`src/design/isc_defs.svh`:
```
// Register offsets, field positions, mode codes and reset values for the
// stop-collision and baud counter block.
// Assumes byte addresses on a 32-bit APB with one register per word.
`ifndef ISC_DEFS_SVH
`define ISC_DEFS_SVH

// ----------------------------------------------------------------------
// Register byte offsets
// ----------------------------------------------------------------------
`define ISC_OFS_RELOAD  8'h00
`define ISC_OFS_BUFFER  8'h04
`define ISC_OFS_CTRL1   8'h08
`define ISC_OFS_CTRL2   8'h0c
`define ISC_OFS_CTRL3   8'h10
`define ISC_OFS_MASK    8'h14
`define ISC_OFS_STATUS  8'h18
`define ISC_OFS_FLAGS   8'h1c

// ----------------------------------------------------------------------
// Field positions
// ----------------------------------------------------------------------
`define ISC_C1_WCOL     7
`define ISC_C1_OV       6
`define ISC_C1_EN       5
`define ISC_C1_CKP      4
`define ISC_C2_ACKSTAT  6
`define ISC_C2_ACK_SEQ  4
`define ISC_C2_RECV     3
`define ISC_C2_STOP     2
`define ISC_FL_SERIAL   0
`define ISC_FL_BUSCOL   1

// ----------------------------------------------------------------------
// Mode codes and counts
// ----------------------------------------------------------------------
`define ISC_MODE_I2C_MST  4'h8
`define ISC_MODE_SPI_BAUD 4'ha
`define ISC_LAST_BIT      4'h7
`define ISC_ACK_BIT       4'h8
`define ISC_RESET_BYTE    8'h00

`endif

```
`src/design/isc_pkg.sv`:
```
// Types shared by the stop-collision and baud counter block.
// Assumes the constants of isc_defs.svh are included where needed.
package isc_pkg;

  // Byte engine and stop sequence states
  typedef enum logic [2:0] {
    ST_IDLE   = 3'b000,
    ST_B_LOW  = 3'b001,
    ST_B_HIGH = 3'b010,
    ST_P_LOW  = 3'b011,
    ST_P_SCL  = 3'b100,
    ST_P_HOLD = 3'b101,
    ST_P_REL  = 3'b110,
    ST_P_DONE = 3'b111
  } isc_state_t;

endpackage

```
`src/design/isc_brg_if.sv`:
```
// Control bundle between the serial port core and its baud counter.
// Assumes both ends run on core_clk.
`timescale 1ns/100ps
`default_nettype none

interface isc_baud_if;
  logic       load;
  logic       run;
  logic [7:0] reload;
  logic       timeout;

  modport ctl (output load, output run, output reload, input timeout);
  modport cnt (input load, input run, input reload, output timeout);
endinterface

`default_nettype wire

```
`src/design/isc_i2c_stop.sv`:
```
// Serial port master core: APB registers, byte timing on the baud counter,
// stop sequence with bus collision checks, and start/stop detection.
// Assumes open-drain SDA/SCL resolved outside, and APB on core_clk.
//
// Implementation choices: the APB register port and the placing of the registers.
`timescale 1ns/100ps
`default_nettype none
`include "isc_defs.svh"

module isc_i2c_stop (
  // Clock and reset
  input  wire logic        core_clk,
  input  wire logic        srst,
  // APB slave
  input  wire logic        psel,
  input  wire logic        penable,
  input  wire logic        pwrite,
  input  wire logic [7:0]  paddr,
  input  wire logic [31:0] pwdata,
  output logic      [31:0] prdata,
  output logic             pready,
  output logic             pslverr,
  // I2C open-drain lines
  input  wire logic        scl_i,
  output logic             scl_o,
  output logic             scl_oe,
  input  wire logic        sda_i,
  output logic             sda_o,
  output logic             sda_oe,
  // SPI master pins
  output logic             spi_sck,
  output logic             spi_sdo,
  input  wire logic        spi_sdi,
  // Slave addressing logic
  input  wire logic        slave_addr_match,
  input  wire logic        slave_addr_rw,
  input  wire logic        slave_nack,
  input  wire logic        addr_update_req,
  // Pad configuration
  output logic             slew_rate_ctrl_en,
  output logic             smbus_thresh_en,
  output logic             spi_sample_at_end,
  output logic             spi_shift_active_to_idle
);

  // ----------------------------------------------------------------------
  // State
  // ----------------------------------------------------------------------
  typedef struct packed {
    isc_pkg::isc_state_t state;
    logic [7:0]          baud_reload_address;
    logic [7:0]          serial_data_buffer;
    logic [7:0]          serial_control_one;
    logic [7:0]          serial_control_two;
    logic [7:0]          serial_control_three;
    logic [7:0]          address_compare_mask;
    logic [7:0]          shreg;
    logic [3:0]          bitcnt;
    logic                rx;
    logic                ld;
    logic                sample_slew_select;
    logic                edge_select;
    logic                data_not_addr;
    logic                stop_seen;
    logic                start_seen;
    logic                slave_rw;
    logic                tx_busy;
    logic                address_update_needed;
    logic                buffer_full_flag;
    logic                first_byte;
    logic                bus_collision_flag;
    logic                serial_port_irq_flag;
    logic                scl_hold;
    logic                scl_drv;
    logic                sda_drv;
    logic                sck;
    logic                sda_prev;
    logic [31:0]         rdata;
  } isc_st_t;

  isc_st_t      q;
  isc_st_t      next_q;
  logic [2:0]   pins_s;
  logic         scl_s;
  logic         sda_s;
  logic         sdi_s;
  logic         i2c_mode;
  logic         i2c_master;
  logic         spi_mode;
  logic         port_en;
  logic         port_idle;
  logic         wr_acc;
  logic         rd_acc;
  logic         collide;
  logic [7:0]   status_byte;
  logic [31:0]  rd_mux;

  isc_baud_if bctl ();

  isc_sync u_sync (
    .core_clk (core_clk),
    .srst     (srst),
    .pin_in   ({spi_sdi, sda_i, scl_i}),
    .pin_sync (pins_s)
  );

  isc_baud u_baud (
    .core_clk (core_clk),
    .srst     (srst),
    .bctl     (bctl)
  );

  assign scl_s = pins_s[0];
  assign sda_s = pins_s[1];
  assign sdi_s = pins_s[2];

  // ----------------------------------------------------------------------
  // Decodes
  // ----------------------------------------------------------------------
  function automatic logic reg_hit(input logic [7:0] a);
    reg_hit = (a[1:0] == 2'b00) && (a <= `ISC_OFS_FLAGS);
  endfunction

  function automatic logic is_i2c(input logic [3:0] m);
    is_i2c = (m[3:1] == 3'b011) || (m == 4'h8) || (m == 4'hb) || (m[3:1] == 3'b111);
  endfunction

  assign port_en    = q.serial_control_one[`ISC_C1_EN];
  assign i2c_mode   = port_en & is_i2c(q.serial_control_one[3:0]);
  assign i2c_master = port_en & (q.serial_control_one[3:0] == `ISC_MODE_I2C_MST);
  assign spi_mode   = port_en & ~is_i2c(q.serial_control_one[3:0]);
  assign port_idle  = (q.state == isc_pkg::ST_IDLE) && !q.tx_busy &&
                      (q.serial_control_two[4:0] == 5'b00000);

  assign wr_acc = psel & penable & pwrite;
  assign rd_acc = psel & penable & ~pwrite;

  // Bit 2 means transmit busy as master, last direction as slave
  assign status_byte = {q.sample_slew_select, q.edge_select, q.data_not_addr,
                        q.stop_seen, q.start_seen,
                        i2c_master ? q.tx_busy : q.slave_rw,
                        q.address_update_needed, q.buffer_full_flag};

  always_comb begin
    rd_mux = 32'h0000_0000;
    unique case (paddr)
      `ISC_OFS_RELOAD: rd_mux[7:0] = q.baud_reload_address;
      `ISC_OFS_BUFFER: rd_mux[7:0] = q.serial_data_buffer;
      `ISC_OFS_CTRL1:  rd_mux[7:0] = q.serial_control_one;
      `ISC_OFS_CTRL2:  rd_mux[7:0] = q.serial_control_two;
      `ISC_OFS_CTRL3:  rd_mux[7:0] = q.serial_control_three;
      `ISC_OFS_MASK:   rd_mux[7:0] = q.address_compare_mask;
      `ISC_OFS_STATUS: rd_mux[7:0] = status_byte;
      `ISC_OFS_FLAGS:  rd_mux[1:0] = {q.bus_collision_flag, q.serial_port_irq_flag};
      default:         rd_mux      = 32'h0000_0000;
    endcase
  end

  // ----------------------------------------------------------------------
  // Next state
  // ----------------------------------------------------------------------
  always_comb begin
    next_q    = q;
    next_q.ld = 1'b0;
    collide   = 1'b0;
    next_q.sda_prev = sda_s;

    // Read data is captured in the setup phase so prdata comes from a flop
    if (psel && !penable) begin
      next_q.rdata = rd_mux;
    end

    // Software side first, so that hardware sets below win over clears
    if (wr_acc) begin
      unique case (paddr)
        `ISC_OFS_RELOAD: begin
          next_q.baud_reload_address   = pwdata[7:0];
          next_q.address_update_needed = 1'b0;
        end
        `ISC_OFS_BUFFER: begin
          if (port_idle && (i2c_master || spi_mode)) begin
            next_q.serial_data_buffer = pwdata[7:0];
            next_q.shreg              = pwdata[7:0];
            next_q.buffer_full_flag   = i2c_master;
            next_q.tx_busy            = i2c_master;
            next_q.rx                 = 1'b0;
            next_q.bitcnt             = 4'h0;
            next_q.state              = isc_pkg::ST_B_LOW;
            next_q.ld                 = 1'b1;
          end else begin
            next_q.serial_control_one[`ISC_C1_WCOL] = 1'b1;
          end
        end
        `ISC_OFS_CTRL1: begin
          next_q.serial_control_one = {q.serial_control_one[7:6] & pwdata[7:6],
                                       pwdata[5:0]};
        end
        `ISC_OFS_CTRL2: begin
          // Sequence enables can only be set, and only while idle
          next_q.serial_control_two = {pwdata[7], q.serial_control_two[6], pwdata[5],
                                       q.serial_control_two[4:0] |
                                       (port_idle ? pwdata[4:0] : 5'b00000)};
        end
        `ISC_OFS_CTRL3:  next_q.serial_control_three = {q.serial_control_three[7], pwdata[6:0]};
        `ISC_OFS_MASK:   next_q.address_compare_mask = pwdata[7:0];
        `ISC_OFS_STATUS: begin
          next_q.sample_slew_select = pwdata[7];
          next_q.edge_select        = pwdata[6];
        end
        `ISC_OFS_FLAGS: begin
          next_q.serial_port_irq_flag = q.serial_port_irq_flag & ~pwdata[`ISC_FL_SERIAL];
          next_q.bus_collision_flag   = q.bus_collision_flag & ~pwdata[`ISC_FL_BUSCOL];
        end
        default: ;
      endcase
    end
    if (rd_acc && (paddr == `ISC_OFS_BUFFER) && q.rx) begin
      next_q.buffer_full_flag = 1'b0;
    end

    // ----------------------------------------------------------------------
    // Bus monitor
    // ----------------------------------------------------------------------
    if (i2c_mode && scl_s && q.sda_prev && !sda_s) begin
      next_q.start_seen = 1'b1;
      next_q.stop_seen  = 1'b0;
      next_q.slave_rw   = 1'b0;
      next_q.first_byte = 1'b1;
    end
    if (i2c_mode && scl_s && !q.sda_prev && sda_s) begin
      next_q.stop_seen  = 1'b1;
      next_q.start_seen = 1'b0;
      next_q.slave_rw   = 1'b0;
    end
    if (slave_nack) begin
      next_q.slave_rw = 1'b0;
    end
    if (slave_addr_match) begin
      next_q.slave_rw = slave_addr_rw;
    end
    if (addr_update_req) begin
      next_q.address_update_needed = 1'b1;
    end

    // ----------------------------------------------------------------------
    // Byte engine and stop sequence
    // ----------------------------------------------------------------------
    unique case (q.state)
      isc_pkg::ST_IDLE: begin
        if (i2c_master && q.serial_control_two[`ISC_C2_STOP]) begin
          next_q.state    = isc_pkg::ST_P_LOW;
        end else if (i2c_master && q.serial_control_two[`ISC_C2_RECV]) begin
          next_q.state    = isc_pkg::ST_B_LOW;
          next_q.rx       = 1'b1;
          next_q.bitcnt   = 4'h0;
          next_q.ld       = 1'b1;
        end
      end
      isc_pkg::ST_B_LOW: begin
        if (bctl.timeout) begin
          next_q.state = isc_pkg::ST_B_HIGH;
        end
      end
      isc_pkg::ST_B_HIGH: begin
        if (bctl.timeout) begin
          next_q.bitcnt = q.bitcnt + 4'h1;
          next_q.state  = isc_pkg::ST_B_LOW;
          next_q.shreg  = {q.shreg[6:0], spi_mode ? sdi_s : sda_s};
          if (q.bitcnt == `ISC_ACK_BIT) begin
            // Ninth clock: acknowledge sampled, SCL stays low
            next_q.serial_control_two[`ISC_C2_ACKSTAT] = sda_s;
            next_q.state                = isc_pkg::ST_IDLE;
            next_q.tx_busy              = 1'b0;
            next_q.serial_port_irq_flag = 1'b1;
            next_q.data_not_addr        = ~q.first_byte;
            next_q.first_byte           = 1'b0;
            next_q.scl_hold             = 1'b1;
            next_q.shreg                = q.shreg;
          end else if (q.bitcnt == `ISC_LAST_BIT) begin
            if (q.rx || spi_mode) begin
              // Receive done: buffer full, overflow if still unread on an I2C receive (never in SPI mode)
              next_q.serial_control_one[`ISC_C1_OV] =
                q.serial_control_one[`ISC_C1_OV] | (q.buffer_full_flag & q.rx);
              next_q.serial_data_buffer   = {q.shreg[6:0], spi_mode ? sdi_s : sda_s};
              next_q.buffer_full_flag     = 1'b1;
              next_q.rx                   = ~spi_mode;
              next_q.data_not_addr        = q.rx ? 1'b1 : q.data_not_addr;
              next_q.serial_control_two[`ISC_C2_RECV] = 1'b0;
              next_q.serial_port_irq_flag = 1'b1;
              next_q.state                = isc_pkg::ST_IDLE;
              next_q.scl_hold             = ~spi_mode;
            end else begin
              next_q.buffer_full_flag = 1'b0; // Data bits out, ack excluded
            end
          end
        end
      end
      isc_pkg::ST_P_LOW: begin
        if (!sda_s) begin
          next_q.state = isc_pkg::ST_P_SCL;
        end
      end
      isc_pkg::ST_P_SCL: begin
        if (scl_s) begin
          next_q.state = isc_pkg::ST_P_HOLD; // Counter loaded while SCL was low
        end
      end
      isc_pkg::ST_P_HOLD: begin
        if (!scl_s) begin
          collide = 1'b1;
        end else if (bctl.timeout) begin
          next_q.state = isc_pkg::ST_P_REL;
        end
      end
      isc_pkg::ST_P_REL: begin
        if (!scl_s && !sda_s) begin
          collide = 1'b1;
        end else if (bctl.timeout) begin
          if (!sda_s) begin
            collide = 1'b1; // Another master holds SDA low
          end else begin
            next_q.state = isc_pkg::ST_P_DONE;
          end
        end
      end
      isc_pkg::ST_P_DONE: begin
        if (bctl.timeout) begin
          next_q.state                            = isc_pkg::ST_IDLE;
          next_q.serial_control_two[`ISC_C2_STOP] = 1'b0;
          next_q.serial_port_irq_flag             = 1'b1;
          next_q.scl_hold                         = 1'b0;
        end
      end
    endcase

    if (next_q.state == isc_pkg::ST_B_LOW && q.state != isc_pkg::ST_B_LOW) begin
      next_q.scl_hold = 1'b0;
    end

    // Any collision aborts everything and lets go of both lines
    if (collide) begin
      next_q.bus_collision_flag       = 1'b1;
      next_q.state                    = isc_pkg::ST_IDLE;
      next_q.serial_control_two[4:0]  = 5'b00000;
      next_q.scl_hold                 = 1'b0;
      next_q.tx_busy                  = 1'b0;
      next_q.buffer_full_flag         = q.buffer_full_flag & ~q.tx_busy;
    end

    // Disabling the port idles it and forgets start/stop history
    if (!next_q.serial_control_one[`ISC_C1_EN]) begin
      next_q.state      = isc_pkg::ST_IDLE;
      next_q.stop_seen  = 1'b0;
      next_q.start_seen = 1'b0;
      next_q.scl_hold   = 1'b0;
      next_q.tx_busy    = 1'b0;
      next_q.serial_control_two[4:0] = 5'b00000;
    end

    // Line drive follows the next state, so pins come straight from flops
    unique case (next_q.state)
      isc_pkg::ST_IDLE: begin
        next_q.scl_drv = next_q.scl_hold;
        next_q.sda_drv = 1'b0;
      end
      isc_pkg::ST_B_LOW, isc_pkg::ST_B_HIGH: begin
        next_q.scl_drv = i2c_mode && (next_q.state == isc_pkg::ST_B_LOW);
        next_q.sda_drv = i2c_mode && !next_q.rx && (next_q.bitcnt != `ISC_ACK_BIT) &&
                         !next_q.shreg[7];
      end
      isc_pkg::ST_P_LOW: begin
        next_q.scl_drv = 1'b1;
        next_q.sda_drv = 1'b1;
      end
      isc_pkg::ST_P_SCL, isc_pkg::ST_P_HOLD: begin
        next_q.scl_drv = 1'b0;
        next_q.sda_drv = 1'b1;
      end
      isc_pkg::ST_P_REL, isc_pkg::ST_P_DONE: begin
        next_q.scl_drv = 1'b0;
        next_q.sda_drv = 1'b0;
      end
    endcase
    next_q.sck = q.serial_control_one[`ISC_C1_CKP] ^ (next_q.state == isc_pkg::ST_B_LOW);
  end

  always_ff @(posedge core_clk) begin
    if (srst) begin
      q          <= '0;
      q.sda_prev <= 1'b1;
    end else begin
      q <= next_q;
    end
  end

  // ----------------------------------------------------------------------
  // Baud counter control
  // ----------------------------------------------------------------------
  // Holding load while SCL is low stretches the high half
  assign bctl.reload = q.baud_reload_address;
  assign bctl.run    = (q.state != isc_pkg::ST_IDLE);
  assign bctl.load   = q.ld || (i2c_mode && !scl_s &&
                       (q.state == isc_pkg::ST_B_HIGH || q.state == isc_pkg::ST_P_SCL));

  // ----------------------------------------------------------------------
  // Outputs
  // ----------------------------------------------------------------------
  assign prdata  = q.rdata;
  assign pready  = 1'b1;
  assign pslverr = psel & penable & ~reg_hit(paddr);
  assign scl_o   = 1'b0;
  assign sda_o   = 1'b0;
  assign scl_oe  = q.scl_drv;
  assign sda_oe  = q.sda_drv;
  assign spi_sck = spi_mode ? q.sck : q.serial_control_one[`ISC_C1_CKP];
  assign spi_sdo = q.shreg[7];

  assign slew_rate_ctrl_en        = i2c_mode & ~q.sample_slew_select;
  assign smbus_thresh_en          = i2c_mode & q.edge_select;
  assign spi_sample_at_end        = spi_mode & q.sample_slew_select;
  assign spi_shift_active_to_idle = spi_mode & q.edge_select;

endmodule

`default_nettype wire

```
`src/design/isc_sync.sv`:
```
// Two-flop synchroniser for the bus and serial input pins.
// Assumes asynchronous pin levels and a single core_clk domain.
`timescale 1ns/100ps
`default_nettype none

module isc_sync (
  // Clock and reset
  input  wire logic       core_clk,
  input  wire logic       srst,
  // Pins in, synchronised levels out
  input  wire logic [2:0] pin_in,
  output logic      [2:0] pin_sync
);

  typedef struct packed {
    logic [2:0] stage1;
    logic [2:0] stage2;
  } isc_sync_st_t;

  isc_sync_st_t q;
  isc_sync_st_t next_q;

  // First stage feeds only the second stage
  always_comb begin
    next_q.stage1 = pin_in;
    next_q.stage2 = q.stage1;
  end

  // Released lines idle high, so reset to ones to avoid false edges
  always_ff @(posedge core_clk) begin
    if (srst) begin
      q <= '1;
    end else begin
      q <= next_q;
    end
  end

  assign pin_sync = q.stage2;

endmodule

`default_nettype wire

```
`src/design/isc_baud.sv`:
```
// Reload-based baud counter: counts the reload value down to zero at half
// the core rate, reloading itself at every rollover while it runs.
// Assumes the controller holds load while a count must not yet start.
`timescale 1ns/100ps
`default_nettype none

module isc_baud (
  // Clock and reset
  input  wire logic core_clk,
  input  wire logic srst,
  // Control bundle
  isc_baud_if.cnt   bctl
);

  typedef struct packed {
    logic [7:0] count;
    logic       half;
  } isc_baud_st_t;

  isc_baud_st_t q;
  isc_baud_st_t next_q;
  logic         tick;

  // Counting at half the core rate makes one rollover 2*(n+1) cycles
  assign tick         = q.half;
  assign bctl.timeout = bctl.run & ~bctl.load & tick & (q.count == 8'h00);

  always_comb begin
    next_q = q;
    if (bctl.load) begin
      next_q.count = bctl.reload;
      next_q.half  = 1'b0;
    end else if (bctl.run) begin // Stops by itself when idle
      next_q.half = ~q.half;
      if (tick) begin
        // Rollover reloads from the reload register
        next_q.count = (q.count == 8'h00) ? bctl.reload : q.count - 8'h01;
      end
    end
  end

  always_ff @(posedge core_clk) begin
    if (srst) begin
      q <= '0;
    end else begin
      q <= next_q;
    end
  end

endmodule

`default_nettype wire

```
`config.mk`:
```
export PLATFORM = sky130hd
export DESIGN_NAME = isc_i2c_stop
export DESIGN_NICKNAME = d
export VERILOG_FILES = /design/src/design/isc_pkg.sv /design/src/design/isc_brg_if.sv /design/src/design/isc_i2c_stop.sv /design/src/design/isc_sync.sv /design/src/design/isc_baud.sv
export VERILOG_INCLUDE_DIRS = /design/src /design/src/design
export SDC_FILE = /design/constraint.sdc
export NUM_CORES = 1
export LEC_CHECK = 0
export CAP_MARGIN = 20
export CORE_ASPECT_RATIO = 1.2
export CORE_MARGIN = 8
export CORE_UTILIZATION = 50
export CTS_BUF_LIST = sky130_fd_sc_hd__clkbuf_16
export DETAILED_ROUTE_END_ITERATION = 12
export DONT_BUFFER_PORTS = 1
export PLACE_DENSITY = 0.74
export SYNTH_ARGS = -nofsm -noshare
export SYNTH_HDL_FRONTEND = slang
export SYNTH_SLANG_ARGS = --single-unit
```
`constraint.sdc`:
```
create_clock -name core_clk -period 3 [get_ports core_clk]
set_input_delay 0.3 -clock core_clk [delete_from_list [all_inputs] [get_ports core_clk]]
set_output_delay 0.3 -clock core_clk [all_outputs]
set_load 0.1 [all_outputs]
```
# Word level (Yosys, flattened, before mapping)
# Cells that the tools add are included.
# op_classes
n_addsub	2
order_cmp	1
eq_ne	32
n_mux	118
bitwise_logic	34
reduce_logical	73
# ops
operator	n
two-way mux 8 bit	14
two-way mux 67 bit	1
two-way mux 3 bit	19
two-way mux 1 bit	56
case mux 6 bit (7 select lines)	1
== test 8 x 5 -> 1 bit, second input constant	4
two-way mux 14 bit	2
== test 3 bit, second input constant	9
case mux 3 bit (8 select lines)	1
logical AND 1 bit	22
nonzero test 2 bit	11
two-way mux 2 bit	10
AND 1 bit	18
two-way mux 9 bit	2
AND reduction 2 bit	9
== test 8 x 4 -> 1 bit, second input constant	2
logical NOT 8 bit	2
case mux 2 bit (8 select lines)	1
== test 3 x 2 -> 1 bit, second input constant	5
two-way mux 7 bit	2
two-way mux 13 bit	1
== test 4 bit, second input constant	3
two-way mux 6 bit	2
NOT 1 bit	12
other kinds (30)	51
# totals
regBits	104
inputBits	52
output_inout_bits	44

# Longest topological paths before layout
# Gate-level depths: netlist (run 1).
# depth
word_depth	21
ltp_mapped	12
depth_no_buf	9

# Cells and area by module
# From an unflattened synthesis (run 1), not the netlist that was laid out.
# hier_totals
cells_unflattened	665
hier_area_um2	5434.0
# modules_own_cells
module	n_inst	cells_each	area_each_um2	seq_area_each_um2
isc_i2c_stop	1	568	4609.4	1781.7
isc_baud	1	85	666.9	180.2
isc_sync	1	12	157.7	120.1

# Worst setup path before layout (run 1)
# Ideal clock, no wire load.
# synth_path
path_type	reg-to-output
startpoint	reg q[88] (netlist bit)
endpoint	out slew_rate_ctrl_en
t_arrival_ns	2.223
path_slack_ns	0.477
path_stages_with_launch	4
n_path_buf	0
cell_sequence	dfxtp_1 nor4b_2 a2bb2oi_2 nor2_1
# synth_between
elab_chain_len	6
# synth_lines
element	line	rtl
from (decl)	isc_i2c_stop.sv:81	isc_st_t q;
from (signal assigned)	isc_i2c_stop.sv:392	q <= next_q;
== test 4 bit / == test 3 x 2 -> 1 bit (equally long branches)	isc_i2c_stop.sv:125	is_i2c = (m[3:1] == 3'b011) || (m == 4'h8) || (m == 4'hb) || (m[3:1] == 3'b111);
logical OR 1 bit (2 in series)	isc_i2c_stop.sv:125	
logical OR 1 bit *	isc_i2c_stop.sv:125	
AND 1 bit *	isc_i2c_stop.sv:129	assign i2c_mode = port_en & is_i2c(q.serial_control_one[3:0]);
AND 1 bit *	isc_i2c_stop.sv:418	assign slew_rate_ctrl_en = i2c_mode & ~q.sample_slew_select;
to (decl)	isc_i2c_stop.sv:40	output logic slew_rate_ctrl_en,
# Mark *: on every way between the ends. The rest lies on a longest branch, timed or not.

# Final worst setup path (run 1)
# layout_path
startpoint	reg q[88] (netlist bit)
endpoint	out smbus_thresh_en
# layout_between
elab_chain_len	6
# layout_lines
element	line	rtl
== test 4 bit / == test 3 x 2 -> 1 bit (equally long branches)	isc_i2c_stop.sv:125	
logical OR 1 bit (2 in series)	isc_i2c_stop.sv:125	
logical OR 1 bit *	isc_i2c_stop.sv:125	
AND 1 bit *	isc_i2c_stop.sv:129	
AND 1 bit *	isc_i2c_stop.sv:419	assign smbus_thresh_en = i2c_mode & q.edge_select;
to (decl)	isc_i2c_stop.sv:41	output logic smbus_thresh_en,
# Marked as above.

==> results of run 1 <==
[state kept, by name, summed over array words and instances, names as in the netlist]
register,flops
u_baud.tick,1
u_baud.q,8
sda_oe,1
u_sync.next_q,3
port_en,1
scl_oe,1
spi_sdo,1
prdata,8
u_sync.pin_sync,3
bctl.reload,8
q,69
[cell families after synthesis]
kind of cell / Yosys count / share of synthesized area (%)
other cells: 2 / 0.135
flops: 104 / 37.5
compound gates: 154 / 19.2
buf+inv: 83 / 8.14
xor+xnor: 3 / 0.474
simple gates: 265 / 23.2
mux: 54 / 10.6
fa+ha+maj: 3 / 0.677
[how the worst max path moves through the flow]
stage	startpoint	to	slack (ps)
final	q[88]$_SDFFE_PP0P_	smbus_thresh_en	320
after global routing	u_baud.q[1]$_SDFFE_PP0P_	q[33]$_SDFF_PP0_	110
after CTS	q[88]$_SDFFE_PP0P_	smbus_thresh_en	350
after detailed placement	u_baud.q[1]$_SDFFE_PP0P_	q[33]$_SDFF_PP0_	380
after global placement	u_baud.q[1]$_SDFFE_PP0P_	q[33]$_SDFF_PP0_	420
after floorplan	q[88]$_SDFFE_PP0P_	slew_rate_ctrl_en	480
[cell type report]
cell class,count,area [um^2]
well taps,132,165
clock inverters,6,53.8
repair buffers,26,195
flip-flops and latches,104,2080
fillers,1014,5050
multi-input cells,506,3110
inverters,12,45.0
clock buffers,9,225
[cells in the final DEF, fill, tap and decap left out, types with 6 or more instances in the layout]
cell type	netlist	routed
nor2_1	109	107
or3_1	6	6
a31oi_1	7	7
mux2_2	7	7
a22oi_1	13	13
nand2_1	53	53
a211oi_1	15	15
mux2i_1	44	44
a21oi_1	40	40
or2_2	9	9
and2_1	8	8
nor3b_1	6	6
nor3_1	12	12
inv_1	12	14
buf_4	36	26
dfxtp_1	104	104
nor4_1	6	6
a221oi_1	6	6
nor2b_1	8	8
clkbuf_16	0	9
nand3_1	19	19
conb_1	2	27
o21ai_0	24	24
[stage by stage]
stage | area [um^2] | hold slack (ps) | worst slack (ps)
global placement | 5600 | 382 | 424
floorplan | 5640 | 389 | 477
detailed placement | 5600 | 383 | 381
finish | 5880 | 33.5 | 321
global route | 5880 | 16.2 | 106
CTS | 5880 | 14.3 | 347
[worst max-delay path, cell delays in order, from the launching register on]
cell	delay, ps
dfxtp_1	420
or4b_1	610
o22ai_1	510
and2_1	210
buf_4	290
[where the power goes]
group,internal (mW),switching [mW]
logic,0.0221,0.175
clock network,0.632,0.499
registers,1.39,0.0118
[metal layers]
layer / up-vias / GRT usage [%] / wire length, um
li1: 2320 / - / -
met1: 2377 / 23.9 / 6150
met2: 244 / 35.2 / 7800
met3: 49 / 4.08 / 1340
met4: 0 / 13.8 / 719
met5: - / 0 / 0
==> out/qor.yml, run 1 <==
required_ps: 2700
worstPathArrival_ps: 2380
holdPathStages: 1
firstDrtPassIters: 7
cp_max_fo: 8
root_buffer: "clkbuf_16"
hold_start: "srst"
hold_viol: 0
antenna_found_initial: 0
cts_tree: "yes"
dp_cells: 780
antenna_cells: 0
gp_congestion: 0.925
cts_buffers: 9
vdd_drop_max_mv: 0.259
synth_commonest_cells: "nor2_1 (109), dfxtp_1 (104), nand2_1 (53)"
tightest_slew_ps: 1080
io_buffer_count: 0
dp_hpwl_um: 11600
synth-seq-cells: 104
slew_violations: 0
grt_setup_unrepaired: "no"
fp.coreArea_um2: 10900
holdBufCountCts: 0
drive_gt1_share_pct: 11.3
min_to: "q[43]$_SDFFE_PP0P_"
row_count: 42
r2r_cells: 9
cts_buffer_depth: 2
post-route-util_pct: 53.8
layoutNonFillerInstCount: 795
die_width_um: 112
via_per_inst: 6.28
nNetsFinal: 714
post_cts_resize_count: 0
syn_avg_cell_area_um2: 8.31
timing.fmax_ghz: 0.373
min_path_type: "in -> reg"
synth.most_common_cell: "nor2_1"
cap_viol_max_count: 0
synth.largest_area_cell: "dfxtp_1"
netlist_instances: 668
ys_types: 69
power_mw: 2.73
start_util_pct: 50.8
grt_pass1_vias: 4712
reg2reg_from: "u_baud.q[1]$_SDFFE_PP0P_"
synth_edf_count: 0
drt.antenna.violating_nets: 0
clkTransAtPathRegs_ps: 70
synthTopCellsByArea: "dfxtp_1 (38%), mux2i_1 (7.9%), nor2_1 (7.4%)"
track_usage_pct: 21.1
dieArea_um2: 14700
reg2reg_to: "q[33]$_SDFF_PP0_"
layout-area-overhead-vs-synth_pct: 5.98
synth_ff_type: "dfxtp_1"
wl_per_cell_um: 20.1
grt_max_degree: 92
min_period_ps: 2680
seq_area_frac_synth_pct: 37.5
finalClockSkew_ps: 7.05
finalCritPeriodShare_pct: 89.3
netlist_area_um2: 5550
drtIter0Drc: 555
die_h_um: 131
setup_tns_ps: 0
cts_num_sinks: 104
critPathKind: "reg -> out"
relSlewSlack_pct: 28.1
synth_top_cell_area_share_pct: 37.5
power.density_nw_per_um2: 464
status: "completed"
wirelength_um: 16000
grt_pass1_wl_um: 25000
start_kind: "register"
io_pins: 96
synth_warnings: 0
drc: 0
setup_viol: 0
reg2reg_setup_slack_ps: 330
h-tree-depth: 3
num_vias: 4990
overflow: 0
synthArstFlopShare_pct: 0
end_kind: "output port"
cts_setup_buffers: 0
worstSkewPairLatency_ps: 350
p_leak_nw: 2.20
Power figures use the tool's default switching activity.
==> run 2: changes to the inputs <==
--- a/config.mk
+++ b/config.mk
@@ -16,4 +16,5 @@
 export PLACE_DENSITY = 0.74
 export SYNTH_ARGS = -nofsm -noshare
 export SYNTH_HDL_FRONTEND = slang
+export SYNTH_HIERARCHICAL = 1
 export SYNTH_SLANG_ARGS = --single-unit
==> out/qor.yml, run 2 <==
status: "completed"
via_per_inst: 6.11  # -2.7%
track_usage_pct: 21.0  # -0.032 points
grt_use_met1_pct: 24.2  # +0.25 points
firstDrtPassIters: 7  # unchanged
use_met2_pct: 35.3  # +0.090 points
relSlewSlack_pct: 34.3  # +6.3 points
hold_viol: 0  # unchanged
synthXorXnorAreaFrac_pct: 0.806  # +0.33 points
gr-max-usage-layer: "met2"
reg2reg_from: "q[89]$_SDFFE_PP0P_"
synth-seq-cells: 104  # unchanged
min_path_type: "in -> reg"
drive_gt1_share_pct: 14.0  # +2.7 points
antenna_cells: 0  # unchanged
yosys.area_share.adder_pct: 0.921  # +0.24 points
cts_buffer_depth: 2  # unchanged
drt.antenna.violating_nets: 0  # unchanged
drtIter0Drc: 451  # -19%
synth.most_common_cell: "dfxtp_1"
die_h_um: 130  # -0.91%
num_vias: 4976  # -0.28%
multi_input_area_um2: 3070  # -1.4%
h-tree-depth: 3  # unchanged
grtUsageMet3_pct: 6.11  # +2.0 points
drc: 0  # unchanged
overflow: 0  # unchanged
layout-area-overhead-vs-synth_pct: 10.6
synth-compound-area-share_pct: 18.4  # -0.84 points
nNetsFinal: 738  # +3.4%
finalCritPeriodShare_pct: 97.9  # +8.6 points
synth_ff_type: "dfxtp_1"
cap_viol_max_count: 0  # unchanged
io_pins: 96  # unchanged
synth_top_cell_area_share_pct: 38.3  # +0.79 points
cts_num_sinks: 104  # unchanged
cts_buffers: 9  # unchanged
tightest_slew_ps: 984  # -94.3 ps
netlist_instances: 665  # -0.45%
grt_pass1_wl_um: 24800  # -0.61%
final_common_cell: "dfxtp_1"
synth-simple-area-share_pct: 26.5  # +3.3 points
wirelength_um: 15600  # -2.6%
critPathKind: "reg -> reg"
synth.largest_area_cell: "dfxtp_1"
ys_types: 74  # +7.2%
row_count: 41  # -2.4%
netlist_area_um2: 5430  # -2.1%
reg2reg_setup_slack_ps: 60  # -270 ps
synth_edf_count: 0  # unchanged
holdBufCountCts: 0  # unchanged
synth_top_family_by_area: "simple AND/OR/NAND/NOR gates"
io_buffer_count: 0  # unchanged
whs_ps: 8.78  # -24.7 ps
largest_register_ffs: 69  # unchanged
seq_area_frac_synth_pct: 38.3  # +0.79 points
p_leak_nw: 2.11  # -4.1%
grt_pass1_vias: 4740  # +0.59%
synthTopCellsByArea: "dfxtp_1 (38%), nor2_1 (6.4%), mux2i_1 (5.5%)"
worstSetupEndpoint: "sda_oe$_SDFF_PP0_"
syn_avg_cell_area_um2: 8.17  # -1.6%
grt_setup_unrepaired: "yes"
die_width_um: 111  # -0.89%
clkTransAtPathRegs_ps: 70  # about the same
end_kind: "register"
min_period_ps: 2940  # +258 ps
start_util_pct: 51.4  # +0.67 points
top_register: "q"
r2r_cells: 14  # +5
worstPathArrival_ps: 3240  # +860 ps
grt_max_degree: 94  # +2.2%
power.density_nw_per_um2: 458  # -1.3%
slew_violations: 0  # unchanged
antenna_found_initial: 0  # unchanged
vdd_drop_max_mv: 0.202  # -22%
reg2reg_to: "sda_oe$_SDFF_PP0_"
root_buffer: "clkbuf_16"
timing.fmax_ghz: 0.340  # -8.8%
fill_cells: 968  # -4.5%
wl_per_cell_um: 19.1  # -5.0%
fp.coreArea_um2: 10600  # -3.3%
gp_congestion: 0.901  # -2.7%
required_ps: 3300  # +600 ps
start_kind: "register"
regArea_um2: 2090  # +0.18%
cts_tree: "yes"
dieArea_um2: 14500  # -1.8%
crit_start: "q[89]$_SDFFE_PP0P_"
worstSkewPairLatency_ps: 360  # about the same
setup_viol: 0  # unchanged
synth_warnings: 6  # +6
cp_max_fo: 5  # -3
synthArstFlopShare_pct: 0  # unchanged
power_mw: 2.75  # +0.90%
synth_commonest_cells: "dfxtp_1 (104), nor2_1 (93), nand2_1 (63)"
dp_hpwl_um: 11300  # -2.6%
final_cell_mix: "dfxtp_1 (101), nor2_1 (90), nand2_1 (63), a21oi_1 (48), buf_4 (46)"
synthMuxAreaShare_pct: 6.56  # -4.0 points
finalClockSkew_ps: 10.7  # +3.60 ps
-- run 2: report_power, final --
group | leakage, nW | switching, mW | internal, mW
registers | 0.841 | 0.00539 | 1.39
logic | 1.13 | 0.179 | 0.0186
clock network | 0.139 | 0.524 | 0.639
total | 2.11 | 0.708 | 2.04
-- run 2: routing by layer --
metal | wire [um] | up-vias
met5 | 0 | -
met4 | 461 | 0
met3 | 1310 | 36
met2 | 7700 | 208
met1 | 6120 | 2371
li1 | - | 2361
-- run 2: final cells by class --
type,instances,area share (%)
repair buffers,46,5.75
well taps,129,2.69
inverters,16,0.999
flip-flops and latches,104,34.7
multi-input cells,505,51.1
clock buffers,9,3.75
clock inverters,6,1.04
-- run 2: through the flow --
step                setup WS (ps)  TNS [ps]  cells  cell area, um^2  utilization (%)
CTS                          6.80         0    809             5940             56.2
detailed placement           36.4         0    794             5650             53.5
global route                -81.0      -142    815             6010             56.9
finish                       62.9         0    815             6010             56.9
global placement              132         0    794             5650             53.5
floorplan                   -18.6     -18.6    690             5590                -
-- run 2: worst min path at each step --
stage                                                to                   startpoint  slack (ps)  cells after the start
after floorplan           u_sync/pin_sync[0]$_SDFF_PP1_  u_sync/next_q[0]$_SDFF_PP1_         380                      1
after global placement               q[87]$_SDFFE_PP0P_                         srst         380                      1
after detailed placement             q[43]$_SDFFE_PP0P_                         srst         380                      1
after CTS                   bctl.reload[1]$_SDFFE_PP0P_                         srst           6                      1
after global routing                 q[43]$_SDFFE_PP0P_                         srst          10                      1
final                                q[43]$_SDFFE_PP0P_                         srst           9                      1
-- run 2: cell families (layout without fill, tap and decap cells) --
| logic type | after synthesis | after routing |
|---|---|---|
| other | 2 | 27 |
| buffers and inverters | 81 | 77 |
| adders and majority gates | 4 | 4 |
| AOI/OAI and AO/OA | 149 | 149 |
| and+or+nand+nor | 286 | 286 |
| muxes | 34 | 34 |
| xor gates and xnor gates | 5 | 5 |
| DFF | 104 | 104 |
-- run 2: what timing repair did --
action,CTS,global route
setup endpoints to repair,0,12
gates resized for setup,0,8
setup buffers,0,6
-- run 2: critical path: stages (launching register included) --
cell and delay (ps):
dfxtp_2 350, nor4b_4 330, a21oi_2 80, nor2_2 110, a21o_1 140, nand3b_1 180, nor2_4 90, buf_4 150
nor2b_1 110, nor4b_1 60, o21ai_1 180, or3b_4 440, a2111o_1 310, a2111oi_2 200, a221o_1 160
==> run 3: changes to the inputs <==
--- a/config.mk
+++ b/config.mk
@@ -7,13 +7,15 @@
 export NUM_CORES = 1
 export LEC_CHECK = 0
 export CAP_MARGIN = 20
+export CELL_PAD_IN_SITES_DETAIL_PLACEMENT = 0
+export CELL_PAD_IN_SITES_GLOBAL_PLACEMENT = 1
 export CORE_ASPECT_RATIO = 1.2
 export CORE_MARGIN = 8
-export CORE_UTILIZATION = 50
+export CORE_UTILIZATION = 47
 export CTS_BUF_LIST = sky130_fd_sc_hd__clkbuf_16
 export DETAILED_ROUTE_END_ITERATION = 12
 export DONT_BUFFER_PORTS = 1
-export PLACE_DENSITY = 0.74
+export PLACE_DENSITY = 0.88
 export SYNTH_ARGS = -nofsm -noshare
 export SYNTH_HDL_FRONTEND = slang
 export SYNTH_HIERARCHICAL = 1
==> out/qor.yml, run 3 (same netlist as run 2, synthesis figures left out) <==
holdBufCountCts: 0  # unchanged
critPathKind: "reg -> reg"
slew_violations: 0  # unchanged
path_cells: "nor4b_4, a21oi_2, nor2_2, a21o_1, nand3b_1, nor2_4, buf_6, nor2b_4, nor4b_2, o21ai_1, or3b_4, a2111o_1, a2111oi_2, a221o_1"
io_buffer_count: 0  # unchanged
status: "completed"
dp_hpwl_um: 11800  # +3.7%
min_period_ps: 2990  # +49.4 ps
place_worst_setup_slack_ps: 48.5  # +12.1 ps
row_count: 43  # +4.9%
cts_buffers: 9  # unchanged
min_path_type: "in -> reg"
setup_tns_ps: 0  # unchanged
largest_register_ffs: 69  # unchanged
whs_ps: 40.4  # +31.6 ps
gp_congestion: 0.898  # -0.33%
end_kind: "register"
start_util_pct: 47.6  # -3.8 points
critPathMaxStageDelay_ps: 430  # about the same
finalCritPeriodShare_pct: 99.5  # +1.6 points
grt_max_degree: 94  # unchanged
cp_max_fo: 6  # +1
stdcell_area_um2: 6110  # +1.7%
finalClockSkew_ps: 8.01  # -2.65 ps
worstSkewPairLatency_ps: 350  # about the same
dp_cells: 822  # +3.5%
wirelength_um: 16200  # +3.6%
grt_pass1_wl_um: 25000  # +0.72%
worstPathArrival_ps: 3280  # +40 ps
drt.antenna.violating_nets: 0  # unchanged
track_usage_pct: 20.8  # -0.19 points
top_register: "q"
die_width_um: 114  # +2.7%
start_kind: "register"
root_buffer: "clkbuf_16"
cts_tree: "yes"
clkTransAtPathRegs_ps: 70  # about the same
drive_gt1_share_pct: 14.7  # +0.73 points
relSlewSlack_pct: 34.8  # +0.45 points
h-tree-depth: 3  # unchanged
fill_cells: 1107  # +14%
setup_viol: 0  # unchanged
hold_viol: 0  # unchanged
power.density_nw_per_um2: 469  # +2.5%
num_vias: 4956  # -0.40%
vdd_drop_max_mv: 0.246  # +22%
drtIter0Drc: 382  # -15%
dpl_cell_area_um2: 5690  # +0.62%
layoutNonFillerInstCount: 843  # +3.4%
antenna_cells: 0  # unchanged
fp.coreArea_um2: 11400  # +7.9%
cts_num_sinks: 104  # unchanged
cts_buffer_depth: 2  # unchanged
final_cell_mix: "dfxtp_1 (102), nor2_1 (91), nand2_1 (62), a21oi_1 (47), buf_4 (43)"
io_pins: 96  # unchanged
cpMaxStageDelayCell: "or3b_4"
overflow: 0  # unchanged
timing.fmax_ghz: 0.335  # -1.7%
grt_pass1_vias: 4624  # -2.4%
firstDrtPassIters: 5  # -2
via_per_inst: 5.88  # -3.7%
p_leak_nw: 2.14  # +1.4%
cap_viol_max_count: 0  # unchanged
final_common_cell: "dfxtp_1"
dieArea_um2: 15300  # +5.5%
finalWorstSetupSlack_ps: 13.5  # -49.4 ps
grt_setup_unrepaired: "yes"
die_h_um: 134  # +2.8%
wl_per_cell_um: 19.2  # +0.21%
nNetsFinal: 737  # -0.14%
antenna_found_initial: 0  # unchanged
layout-area-overhead-vs-synth_pct: 12.4
required_ps: 3290  # about the same
drc: 0  # unchanged
tightest_slew_ps: 977  # -6.67 ps
[run 3: cell types whose count changed in the layout (fill, tap and decap cells not counted), sizes merged]
cell    change
bufinv      +1
buf         -1
inv         +1
clkinv      -1
[run 3: metal layers]
| metal | vias up | wire length (um) | track usage (%) |
|---|---|---|---|
| met1 | 2388 | 6910 | 25.8 |
| li1 | 2366 | - | - |
| met3 | 35 | 998 | 4.09 |
| met2 | 167 | 7740 | 33.8 |
| met4 | 0 | 508 | 10.2 |
| met5 | - | 0 | 0 |
[run 3: worst max-delay path, delay by kind of cell, from the launching register on]
family          cells  cell delay (ps)
simple gates        7             1300
compound gates      6             1120
flops               1              360
buf+inv             1              130
[run 3: area by class of cell]
cell class                      instances  area (um^2)  area share [%]
Timing Repair Buffer                   45          345            5.65
Multi-Input combinational cell        505         3100            50.7
Clock inverter                          7         96.3            1.58
Inverter                               16         60.1           0.983
Sequential cell                       104         2090            34.2
Tap cell                              157          196            3.22
Clock buffer                            9          225            3.69
[run 3: metrics by stage]
step	power, mW	utilization (%)
finish	2.87	53.6
global route	2.95	53.6
CTS	2.88	52.7
detailed placement	1.62	49.9
global placement	1.62	49.9
floorplan	1.66	-
[run 3: final timing paths]
check | start | end | slack (ps) | depth (start not counted)
min | srst | q[43]$_SDFFE_PP0P_ | 40 | 1
max | q[89]$_SDFFE_PP0P_ | sda_oe$_SDFF_PP0_ | 10 | 14
min reg2reg | u_sync/next_q[1]$_SDFF_PP1_ | u_sync/pin_sync[1]$_SDFF_PP1_ | 400 | 1
max reg2reg | q[89]$_SDFFE_PP0P_ | sda_oe$_SDFF_PP0_ | 10 | 14
[run 3: repair_timing]
action	4_1_cts	5_1_grt
buffers inserted	0	5
gates cloned	0	0
gates resized for setup	1	16
endpoints found under the setup margin	1	4
pin swaps	0	7
[run 3: power breakdown]
group	switching (mW)	internal (mW)
Clock	0.545	0.733
Sequential	0.00581	1.38
Combinational	0.180	0.0191
Total	0.730	2.14
